**config.mk**
```make
export PLATFORM = sky130hd
export DESIGN_NAME = multiplier_register_moves
export DESIGN_NICKNAME = d
export VERILOG_FILES = /design/src/pkg/mul_move_pkg.sv /design/src/verilog/multiplier_register_moves.sv
export SDC_FILE = /design/constraint.sdc
export NUM_CORES = 1
export LEC_CHECK = 0
export BUFFER_PORTS_ARGS = -buffer_cell sky130_fd_sc_hd__buf_2
export CAP_MARGIN = 20
export CELL_PAD_IN_SITES_DETAIL_PLACEMENT = 0
export CELL_PAD_IN_SITES_GLOBAL_PLACEMENT = 1
export CORE_MARGIN = 1
export CORE_UTILIZATION = 25
export CTS_CLUSTER_SIZE = 10
export DETAILED_ROUTE_END_ITERATION = 8
export PLACE_DENSITY_LB_ADDON = 0.1
export SLEW_MARGIN = 25
export SYNTH_ARGS = -nofsm -noshare
export SYNTH_HDL_FRONTEND = slang
export SYNTH_SLANG_ARGS = --single-unit
```
**constraint.sdc**
```tcl
create_clock -name clk_sys_in -period 13.4 [get_ports clk_sys_in]
set_input_delay 1.34 -clock clk_sys_in [delete_from_list [all_inputs] [get_ports clk_sys_in]]
set_output_delay 1.34 -clock clk_sys_in [all_outputs]
set_load 0.05 [all_outputs]
```
**src/pkg/mul_move_pkg.sv**
```systemverilog
// constants for the multiplier register move unit
// assumes one core clock; opcodes arrive already fetched, operand already read
package mul_move_pkg;
  // opcode fields, matched on the upper bits of the first word; OP_LOAD_OVF and OP_CLR_MUL_LO on the whole word
  localparam logic [7:0] OP_STORE_MUL_HI = 8'h21;
  localparam logic [7:0] OP_LOAD_PROD_HI = 8'h2f;
  localparam logic [7:0] OP_LOAD_PROD_LO = 8'h27;
  localparam logic [7:0] OP_LOAD_MUL_HI = 8'h2d;
  localparam logic [7:0] OP_LOAD_MUL_ADD = 8'h10;
  localparam logic [15:0] OP_LOAD_OVF = 16'h5602;
  localparam logic [7:0] EXT_PREFIX = 8'h00;
  localparam logic [15:0] OP_CLR_MUL_LO = 16'h5656;
  localparam logic [14:0] OP_LOAD_SHIFT = 15'h2b1c;
  localparam logic [12:0] OP_SAVE_PC = 13'h07cb;
  // field positions
  localparam int HALF_SEL_BIT = 0;
  localparam int OVF_MSB = 15;
  localparam int OVF_LSB = 10;
  localparam int SIGN16 = 15;
  localparam int PC_W = 22;
  // product shift settings: 0 shifts left one, 1 none, 2..7 arithmetic right by code-1
  localparam logic [2:0] SHIFT_LEFT1 = 3'h0;
  localparam logic [2:0] SHIFT_NONE = 3'h1;
  localparam logic [2:0] SHIFT_RESET = 3'h0;
  localparam logic [31:0] WORD_RESET = 32'h0000_0000;
  localparam logic [5:0] OVF_RESET = 6'h00;
  localparam logic [15:0] HALF_ZERO = 16'h0000;
  // register map (byte addresses)
  localparam logic [7:0] REG_CTRL = 8'h00;
  localparam logic [7:0] REG_STATUS = 8'h04;
  localparam logic [7:0] REG_ACC = 8'h08;
  localparam logic [7:0] REG_PROD = 8'h0c;
  localparam logic [7:0] REG_MUL = 8'h10;
  localparam logic [7:0] REG_SHIFT = 8'h14;
  localparam logic [2:0] REG_AUX_HI = 3'h1; // aux registers at 0x20 + 4*n
  localparam int CTRL_MODE_BIT = 0;
  // operand target as told by the addressing-mode decoder
  typedef enum logic [1:0] {
    LOC_MEM = 2'b00,
    LOC_ACC_LOWER = 2'b01,
    LOC_ACC_UPPER = 2'b10
  } loc_target_e;
  typedef enum logic {
    ST_IDLE = 1'b0,
    ST_REPEAT = 1'b1
  } exec_state_e;
endpackage

```
**src/verilog/multiplier_register_moves.sv**
```systemverilog
// executes the multiplier register move group of the core
// assumes: core fetch/address logic on clk_sys_in supplies opcode, operand and pc
// Behaviour
// - store multiplicand upper half, 16 bits, to the operand location
// - store into accumulator half sets negative from bit 15, zero if half zero
// - non-repeatable moves after repeat prefix clear repeat count, run once
// - load overflow count from operand bits 15:10, mode 1 only, no flags
// - load product upper half from operand, lower kept, no flags, one cycle
// - load product lower half from operand, upper kept, no flags, one cycle
// - load shift setting from low three bits of accumulator half, mode 1
// - load multiplicand upper half from operand, no flags, one cycle
// - clear multiplicand lower half, upper kept, mode 1 only, no flags
// - aux pointer register gets zero-extended 22-bit program counter, mode 1
// - load-multiply-add is repeatable: count N gives N+1 executions, N+1 cycles
// - load-multiply-add also adds shifted product to accumulator
// - left shift fills zeros, right shift sign-extends the product
//
// The implementer's own choices: the register addresses and register access over Avalon-MM.
`timescale 1ns/100ps
module multiplier_register_moves (
  input wire logic clk_sys_in,
  input wire logic rst_in,
  input wire logic instr_valid_in,
  input wire logic [15:0] instr_word_in,
  input wire logic [15:0] instr_ext_in,
  input wire logic [1:0] loc_target_in,
  input wire logic [15:0] operand_data_in,
  input wire logic [21:0] pc_in,
  input wire logic rpt_load_in,
  input wire logic [7:0] rpt_count_in,
  output logic instr_ready_out,
  output logic mem_wr_out,
  output logic [15:0] mem_wdata_out,
  output logic neg_flag_out,
  output logic zero_flag_out,
  output logic carry_flag_out,
  output logic ovf_flag_out,
  output logic exec_done_out,
  output logic illegal_out,
  input wire logic [7:0] avs_address_in,
  input wire logic avs_read_in,
  input wire logic avs_write_in,
  input wire logic [31:0] avs_writedata_in,
  input wire logic [3:0] avs_byteenable_in,
  output logic [31:0] avs_readdata_out,
  output logic avs_waitrequest_out
);
  mul_move_pkg::exec_state_e state_q, state_d;
  logic ready_q, mode_q, wait_q, mem_wr_q, done_q, illegal_q;
  logic n_q, z_q, c_q, v_q;
  logic [7:0] rpt_q;
  logic [15:0] mem_wdata_q;
  logic [31:0] acc_q, prod_q, mul_q, rdata_q;
  logic [2:0] shift_q;
  logic [5:0] ovf_q;
  logic [31:0] aux_q [8];

  // select one accumulator half
  function automatic logic [15:0] half_of(input logic [31:0] w, input logic upper);
    half_of = upper ? w[31:16] : w[15:0];
  endfunction

  // product as seen by the adder under the shift setting
  function automatic logic [31:0] prod_shift(input logic [31:0] p, input logic [2:0] s);
    if (s == mul_move_pkg::SHIFT_LEFT1) begin
      prod_shift = {p[30:0], 1'b0};
    end else begin
      prod_shift = $signed(p) >>> (s - mul_move_pkg::SHIFT_NONE);
    end
  endfunction

  // byte-lane merge for bus writes
  function automatic logic [31:0] merge(input logic [31:0] old, input logic [31:0] nw,
                                         input logic [3:0] be);
    for (int i = 0; i < 4; i++) begin
      merge[8*i +: 8] = be[i] ? nw[8*i +: 8] : old[8*i +: 8];
    end
  endfunction

  // opcode decode
  logic is_st, is_ph, is_pl, is_t, is_load_mul_add_op, is_ovc, is_pm, is_tl, is_pc;
  logic needs_mode, known, accept, bad, go, load_mul_add_op_go;
  assign is_st = instr_word_in[15:8] == mul_move_pkg::OP_STORE_MUL_HI;
  assign is_ph = instr_word_in[15:8] == mul_move_pkg::OP_LOAD_PROD_HI;
  assign is_pl = instr_word_in[15:8] == mul_move_pkg::OP_LOAD_PROD_LO;
  assign is_t = instr_word_in[15:8] == mul_move_pkg::OP_LOAD_MUL_HI;
  assign is_load_mul_add_op = instr_word_in[15:8] == mul_move_pkg::OP_LOAD_MUL_ADD;
  assign is_ovc = instr_word_in == mul_move_pkg::OP_LOAD_OVF
                  && instr_ext_in[15:8] == mul_move_pkg::EXT_PREFIX;
  assign is_pm = instr_word_in[15:1] == mul_move_pkg::OP_LOAD_SHIFT;
  assign is_tl = instr_word_in == mul_move_pkg::OP_CLR_MUL_LO;
  assign is_pc = instr_word_in[15:3] == mul_move_pkg::OP_SAVE_PC;
  assign needs_mode = is_ovc | is_pm | is_tl | is_pc;
  assign known = is_st | is_ph | is_pl | is_t | is_load_mul_add_op | needs_mode;
  assign accept = instr_valid_in & ready_q;
  assign bad = !known || (needs_mode && !mode_q);
  assign go = accept & !bad;
  assign load_mul_add_op_go = (go & is_load_mul_add_op) | (state_q == mul_move_pkg::ST_REPEAT);

  // operand value: memory word or an accumulator half
  logic [15:0] src16;
  logic loc_acc;
  assign loc_acc = loc_target_in != mul_move_pkg::LOC_MEM;
  assign src16 = loc_acc ? half_of(acc_q, loc_target_in == mul_move_pkg::LOC_ACC_UPPER)
                         : operand_data_in;

  // accumulator half named by the opcode for the shift-setting load
  logic [15:0] pm_src;
  assign pm_src = half_of(acc_q, instr_word_in[mul_move_pkg::HALF_SEL_BIT]);

  // accumulate path
  logic [31:0] shp, sum;
  logic carry, ovf;
  assign shp = prod_shift(prod_q, shift_q);
  assign {carry, sum} = {1'b0, acc_q} + {1'b0, shp};
  assign ovf = (acc_q[31] == shp[31]) && (sum[31] != acc_q[31]);

  // repeat sequencer: leave once the count has run down to zero, giving n+1 passes
  always_comb begin
    state_d = state_q;
    unique case (state_q)
      mul_move_pkg::ST_IDLE: begin
        if (go && is_load_mul_add_op && rpt_q != 8'h00) begin
          state_d = mul_move_pkg::ST_REPEAT;
        end
      end
      mul_move_pkg::ST_REPEAT: begin
        if (rpt_q == 8'h00) begin
          state_d = mul_move_pkg::ST_IDLE;
        end
      end
    endcase
  end

  always_ff @(posedge clk_sys_in) begin
    if (rst_in) begin
      state_q <= mul_move_pkg::ST_IDLE;
      ready_q <= 1'b0;
      rpt_q <= 8'h00;
    end else begin
      state_q <= state_d;
      ready_q <= state_d == mul_move_pkg::ST_IDLE;
      if (load_mul_add_op_go && rpt_q != 8'h00) begin
        rpt_q <= rpt_q - 8'h01;
      end else if (accept) begin
        rpt_q <= 8'h00;
      end else if (rpt_load_in && state_q == mul_move_pkg::ST_IDLE) begin
        rpt_q <= rpt_count_in;
      end
    end
  end

  // multiplier-side registers
  always_ff @(posedge clk_sys_in) begin
    if (rst_in) begin
      prod_q <= mul_move_pkg::WORD_RESET;
      mul_q <= mul_move_pkg::WORD_RESET;
      shift_q <= mul_move_pkg::SHIFT_RESET;
      ovf_q <= mul_move_pkg::OVF_RESET;
    end else begin
      if (go && is_ph) begin
        prod_q[31:16] <= src16;
      end
      if (go && is_pl) begin
        prod_q[15:0] <= src16;
      end
      if (go && is_pm) begin
        shift_q <= pm_src[2:0];
      end
      if ((go && is_t) || load_mul_add_op_go) begin
        mul_q[31:16] <= src16;
      end
      if (go && is_tl) begin
        mul_q[15:0] <= mul_move_pkg::HALF_ZERO;
      end
      if (go && is_ovc) begin
        ovf_q <= src16[mul_move_pkg::OVF_MSB:mul_move_pkg::OVF_LSB];
      end else if (load_mul_add_op_go && ovf) begin
        ovf_q <= acc_q[31] ? ovf_q - 6'h01 : ovf_q + 6'h01;
      end
    end
  end

  // accumulator, flags and software writes to the accumulator
  always_ff @(posedge clk_sys_in) begin
    if (rst_in) begin
      acc_q <= mul_move_pkg::WORD_RESET;
      {n_q, z_q, c_q, v_q} <= 4'h0;
    end else if (load_mul_add_op_go) begin
      acc_q <= sum;
      n_q <= sum[31];
      z_q <= sum == mul_move_pkg::WORD_RESET;
      c_q <= carry;
      v_q <= v_q | ovf;
    end else if (go && is_st && loc_acc) begin
      if (loc_target_in == mul_move_pkg::LOC_ACC_UPPER) begin
        acc_q[31:16] <= mul_q[31:16];
      end else begin
        acc_q[15:0] <= mul_q[31:16];
      end
      n_q <= mul_q[16 + mul_move_pkg::SIGN16];
      z_q <= mul_q[31:16] == mul_move_pkg::HALF_ZERO;
    end else if (avs_write_in && !wait_q && avs_address_in == mul_move_pkg::REG_ACC) begin
      acc_q <= merge(acc_q, avs_writedata_in, avs_byteenable_in);
    end
  end

  // auxiliary pointer registers
  always_ff @(posedge clk_sys_in) begin
    if (rst_in) begin
      for (int i = 0; i < 8; i++) begin
        aux_q[i] <= mul_move_pkg::WORD_RESET;
      end
    end else if (go && is_pc) begin
      aux_q[instr_word_in[2:0]] <= {{(32 - mul_move_pkg::PC_W){1'b0}}, pc_in};
    end
  end

  // memory store strobe and execution status pulses
  always_ff @(posedge clk_sys_in) begin
    if (rst_in) begin
      mem_wr_q <= 1'b0;
      mem_wdata_q <= mul_move_pkg::HALF_ZERO;
      done_q <= 1'b0;
      illegal_q <= 1'b0;
    end else begin
      mem_wr_q <= go && is_st && !loc_acc;
      if (go && is_st) begin
        mem_wdata_q <= mul_q[31:16];
      end
      done_q <= go || (state_q == mul_move_pkg::ST_REPEAT);
      illegal_q <= accept && bad;
    end
  end

  // bus slave: one wait cycle, then the request is taken
  logic [31:0] rd_d;
  always_comb begin
    rd_d = mul_move_pkg::WORD_RESET;
    if (avs_address_in[7:5] == mul_move_pkg::REG_AUX_HI && avs_address_in[1:0] == 2'b00) begin
      rd_d = aux_q[avs_address_in[4:2]];
    end else begin
      unique case (avs_address_in)
        mul_move_pkg::REG_CTRL: rd_d = {31'h0, mode_q};
        mul_move_pkg::REG_STATUS: rd_d = {16'h0, rpt_q, 3'h0, ~ready_q, v_q, c_q, z_q, n_q};
        mul_move_pkg::REG_ACC: rd_d = acc_q;
        mul_move_pkg::REG_PROD: rd_d = prod_q;
        mul_move_pkg::REG_MUL: rd_d = mul_q;
        mul_move_pkg::REG_SHIFT: rd_d = {16'h0, 2'h0, ovf_q, 5'h00, shift_q};
        default: rd_d = mul_move_pkg::WORD_RESET;
      endcase
    end
  end

  always_ff @(posedge clk_sys_in) begin
    if (rst_in) begin
      wait_q <= 1'b1;
      rdata_q <= mul_move_pkg::WORD_RESET;
      mode_q <= 1'b0;
    end else begin
      wait_q <= !((avs_read_in || avs_write_in) && wait_q);
      if (avs_read_in && wait_q) begin
        rdata_q <= rd_d;
      end
      if (avs_write_in && !wait_q && avs_address_in == mul_move_pkg::REG_CTRL
          && avs_byteenable_in[0]) begin
        mode_q <= avs_writedata_in[mul_move_pkg::CTRL_MODE_BIT];
      end
    end
  end

  assign instr_ready_out = ready_q;
  assign mem_wr_out = mem_wr_q;
  assign mem_wdata_out = mem_wdata_q;
  assign neg_flag_out = n_q;
  assign zero_flag_out = z_q;
  assign carry_flag_out = c_q;
  assign ovf_flag_out = v_q;
  assign exec_done_out = done_q;
  assign illegal_out = illegal_q;
  assign avs_readdata_out = rdata_q;
  assign avs_waitrequest_out = wait_q;

  // checks
  a_store_mem: assert property (@(posedge clk_sys_in) disable iff (rst_in)
    go && is_st && !loc_acc |=> mem_wr_q && mem_wdata_q == $past(mul_q[31:16]))
    else $error("store did not write multiplicand upper half");
  a_store_flags: assert property (@(posedge clk_sys_in) disable iff (rst_in)
    go && is_st && loc_acc |=> n_q == $past(mul_q[31])
      && z_q == ($past(mul_q[31:16]) == 16'h0000)
      && $past(mul_q[31:16]) == ($past(loc_target_in) == mul_move_pkg::LOC_ACC_UPPER
                                 ? acc_q[31:16] : acc_q[15:0]))
    else $error("store flags wrong");
  a_nonrep_once: assert property (@(posedge clk_sys_in) disable iff (rst_in)
    go && !is_load_mul_add_op |=> rpt_q == 8'h00 && ready_q)
    else $error("non-repeatable move left repeat count");
  a_ovf_load: assert property (@(posedge clk_sys_in) disable iff (rst_in)
    go && is_ovc |=> ovf_q == $past(src16[15:10]) && $stable({n_q, z_q, c_q, v_q}))
    else $error("overflow count load wrong");
  a_prod_upper: assert property (@(posedge clk_sys_in) disable iff (rst_in)
    go && is_ph |=> prod_q[31:16] == $past(src16) && $stable(prod_q[15:0]) && ready_q)
    else $error("product upper load wrong");
  a_prod_lower: assert property (@(posedge clk_sys_in) disable iff (rst_in)
    go && is_pl |=> prod_q[15:0] == $past(src16) && $stable(prod_q[31:16]))
    else $error("product lower load wrong");
  a_shift_load: assert property (@(posedge clk_sys_in) disable iff (rst_in)
    go && is_pm |=> shift_q == ($past(instr_word_in[0]) ? $past(acc_q[18:16])
                                                         : $past(acc_q[2:0])))
    else $error("shift setting load wrong");
  a_mul_upper: assert property (@(posedge clk_sys_in) disable iff (rst_in)
    go && is_t |=> mul_q[31:16] == $past(src16) && $stable({n_q, z_q, c_q, v_q}))
    else $error("multiplicand upper load wrong");
  a_mul_lower: assert property (@(posedge clk_sys_in) disable iff (rst_in)
    go && is_tl |=> mul_q[15:0] == 16'h0 && $stable(mul_q[31:16]))
    else $error("multiplicand lower not cleared");
  a_aux_pc: assert property (@(posedge clk_sys_in) disable iff (rst_in)
    go && is_pc |=> aux_q[$past(instr_word_in[2:0])] == {10'h0, $past(pc_in)})
    else $error("aux register did not take program counter");
  a_repeat_len: assert property (@(posedge clk_sys_in) disable iff (rst_in)
    go && is_load_mul_add_op && rpt_q == 8'h02 |=> !ready_q [*2] ##1 ready_q)
    else $error("repeat count gave wrong length");
  a_load_mul_add_op_add: assert property (@(posedge clk_sys_in) disable iff (rst_in)
    go && is_load_mul_add_op |=> acc_q == $past(acc_q) + $past(shp))
    else $error("accumulate result wrong");
  a_shift_fill: assert property (@(posedge clk_sys_in) disable iff (rst_in)
    shift_q == mul_move_pkg::SHIFT_LEFT1 |-> shp == {prod_q[30:0], 1'b0})
    else $error("product left shift fill wrong");
  a_shift_sign: assert property (@(posedge clk_sys_in) disable iff (rst_in)
    shift_q > mul_move_pkg::SHIFT_NONE |-> shp[31] == prod_q[31])
    else $error("product right shift sign wrong");
endmodule // multiplier_register_moves

```
==> impl_metrics.ini <==
[pwr]
p_leak_nw = 8.24
p_total_mw = 2.34
powerDensity_mw_per_mm2 = 107
irDropWorstVdd_uv = 75.9

[synth]
synth_compound_area_share_pct = 13.2
synth-xor-area-share_pct = 1.60
synthMuxAreaShare_pct = 15.3
synth_ff_type = edfxtp_1
synth-seq-cells = 332
async_flop_share_pct = 0
syn-cell-area_sq_mm = 0.0186
synthSimpleGateAreaFrac_pct = 18.8
ys_seq_area_share_pct = 45.1
avgSynthCellArea_sq_um = 10.1
yosysWarnings = 0
netlist-cell-type-count = 76
yosys.area_share.adder_pct = 2.90
synth_edf_count = 176
synth_nets = 2022
synth_top_area_share_pct = 28.4
synth_top_family_by_area = simple AND/OR/NAND/NOR gates
post-synth-top-area-cell = edfxtp_1
synthTopCellsByArea = edfxtp_1 (28%), dfxtp_1 (17%), mux4_2 (6.9%), mux2i_1 (6.5%), and2_1 (6.0%)
syn_inst = 1850

[die]
io_pins = 187
rows = 99
die_y_um = 275
die_w_um = 275
die_area_sq_mm = 0.0756
coreArea_sq_mm = 0.0733
start_util_pct = 25.4

[timing]
period_needed_ns = 6.24
slew-limit-headroom_pct = 29.4
final-setup-viol-count = 0
post-route-period-util_pct = 46.6
fmax_ghz = 0.160
rsz0062_at_grt = no
hold_violations = 0
tightest_slew_ns = 1.05
finalClockSkew_ns = 0.0260
final.setup.tns_ns = 0
fin_ws_ns = 7.16
slew_violations = 0

[routing]
drc_errors = 8
drt-total-wl_um = 76900
ant_nets = 0
wl_per_cell_um = 25.7
dr.pass1.iters = 9
drt_iter0_drc = 1183
vias_per_cell = 5.08
via_count = 15186

[global_routing]
globalRouteMet2Util_pct = 35.1
gr-usage-all-layers_pct = 20.2
grt_pass1_wl_um = 111000
grt_max_degree = 99
grt.met3_usage_pct = 2.99
antenna_found_initial = 4
grt.overflow.total = 0
grt_pass1_vias = 15249
use_met1_pct = 26.2
busiest_layer = met2

[worst_setup_path]
reg2reg_to = zero_flag_out
timing.rr.start = shift_q[0]
worst-setup-path-type = register to register
end_kind = register
reg2reg_slack_ns = 7.16
critPathMaxFanout = 39
crit_path_end = zero_flag_out
required_ns = 13.92
worstPathArrival_ns = 6.76
ff2ff_path_depth = 19
startpoint_type = register
startpoint = shift_q[0]

[clock_tree]
htreeDepth = 2
cts_tree = yes
cts-root-buf = clkbuf_16
clkTransAtPathRegs_ns = 0.06
clock-sinks = 332
ctsResizeCount = 0
clk_latency_ns = 0.58
post-cts-setup-buffers = 0
cts_buffer_depth = 3
numCtsBuffers = 43
cts_hold_buf = 0

[cells_and_area]
stdcell_count = 2988
layout_common_cells = nor2_1 (222), and2_1 (180), edfxtp_1 (176), buf_2 (176), nand2_1 (172)
final_core_util_pct = 30.0
drive_gt1_share_pct = 19.9
final_common_cell = nor2_1
area_growth_pct = 18.0
nets = 2167

[placement]
globalplace.congestion = 0.845
place_ws_ns = 7.22
port_buffers = 178
dpl.cell_count = 2909
dpl.hpwl_um = 53500

[worst_hold_path]
min_path_type = register to register

[status]
status = finished with violations
violations = DRC

[run]
maxCapViolCount = 0
critical path, cell delays in order (launching register included):
cell	delay, ns
dfxtp_1	0.32
inv_1	0.26
ha_1	0.39
buf_4	0.44
mux4_2	0.40
and2_1	0.16
a311o_1	0.30
o21ai_0	0.19
inv_1	0.09
ha_1	0.31
a211oi_1	0.39
o211ai_1	0.19
a21oi_1	0.46
o211ai_1	0.29
a31o_2	0.35
a311oi_1	0.32
xnor2_1	0.14
or4b_2	0.68
nor4_1	0.30
a31o_2	0.19
cells in the mapped netlist, types with 7 or more instances:
cell type / number
a211oi_1: 18
a21o_1: 16
a21oi_1: 111
a221oi_1: 23
a222oi_1: 22
a22oi_1: 21
a31oi_1: 23
and2_1: 180
and3_1: 7
buf_1: 9
buf_2: 9
clkbuf_1: 93
dfxtp_1: 156
edfxtp_1: 176
ha_1: 40
inv_1: 24
mux2_2: 32
mux2i_1: 121
mux4_2: 57
nand2_1: 172
nand2b_1: 17
nand3_1: 13
nand4_1: 13
nor2_1: 223
nor2b_1: 10
nor3_1: 23
nor4_1: 10
o211ai_1: 17
o21ai_0: 79
xnor2_1: 23
xor2_1: 11
layout make-up:
class | count | area (sq um)
fill | 7743 | 51300
multi-input combinational | 1374 | 9740
sequential | 332 | 8410
clock buffer | 69 | 1230
timing repair buffer | 220 | 1220
tap | 959 | 1200
clock inverter | 9 | 91.3
inverter | 24 | 90.1
antenna | 1 | 2.50
power by group:
| group | internal [mW] | switching [mW] |
|---|---|---|
| Clock | 0.649 | 0.467 |
| Combinational | 0.0484 | 0.0877 |
| Sequential | 1.08 | 0.00758 |
through the flow:
step	instance area, sq um	hold WS (ns)
after global routing	22000	0.471
final	22000	0.452
after floorplan	18600	0.465
after global placement	20600	0.441
after CTS	22000	0.454
after detailed placement	20700	0.446
cells by family after synthesis:
family	Yosys count
and+or+nand+nor	711
AOI/OAI and AO/OA	377
DFF	332
muxes	210
buffers and inverters	144
adders and majority gates	42
xor gates and xnor gates	34
state kept, by name, summed over array words and instances, names as in the netlist, 6 cells and up:
signal,count
prod_q,32
avs_readdata_out,32
aux_q,176
mem_wdata_out,16
mul_q,16
acc_q,32
ovf_q,6
rpt_q,8
per-layer routing:
| layer | vias to the layer above | wire, um |
|---|---|---|
| met5 | - | 27 |
| met4 | 4 | 1700 |
| met3 | 97 | 3310 |
| met2 | 380 | 38100 |
| met1 | 7604 | 33800 |
| li1 | 7101 | - |
how the worst min path moves through the flow:
stage	from	to	slack (ns)	cells after the start
6_report	mem_wdata_out[15]	mem_wdata_out[15]	0.45	2
5_1_grt	mem_wdata_out[13]	mem_wdata_out[13]	0.47	2
4_1_cts	mem_wdata_out[15]	mem_wdata_out[15]	0.45	2
3_5_place_dp	mem_wdata_out[15]	mem_wdata_out[15]	0.45	2
3_3_place_gp	mem_wdata_out[0]	mem_wdata_out[0]	0.44	2
2_1_floorplan	acc_q[24]	acc_q[24]	0.47	2
No activity file was read; power rests on OpenSTA's default activity.
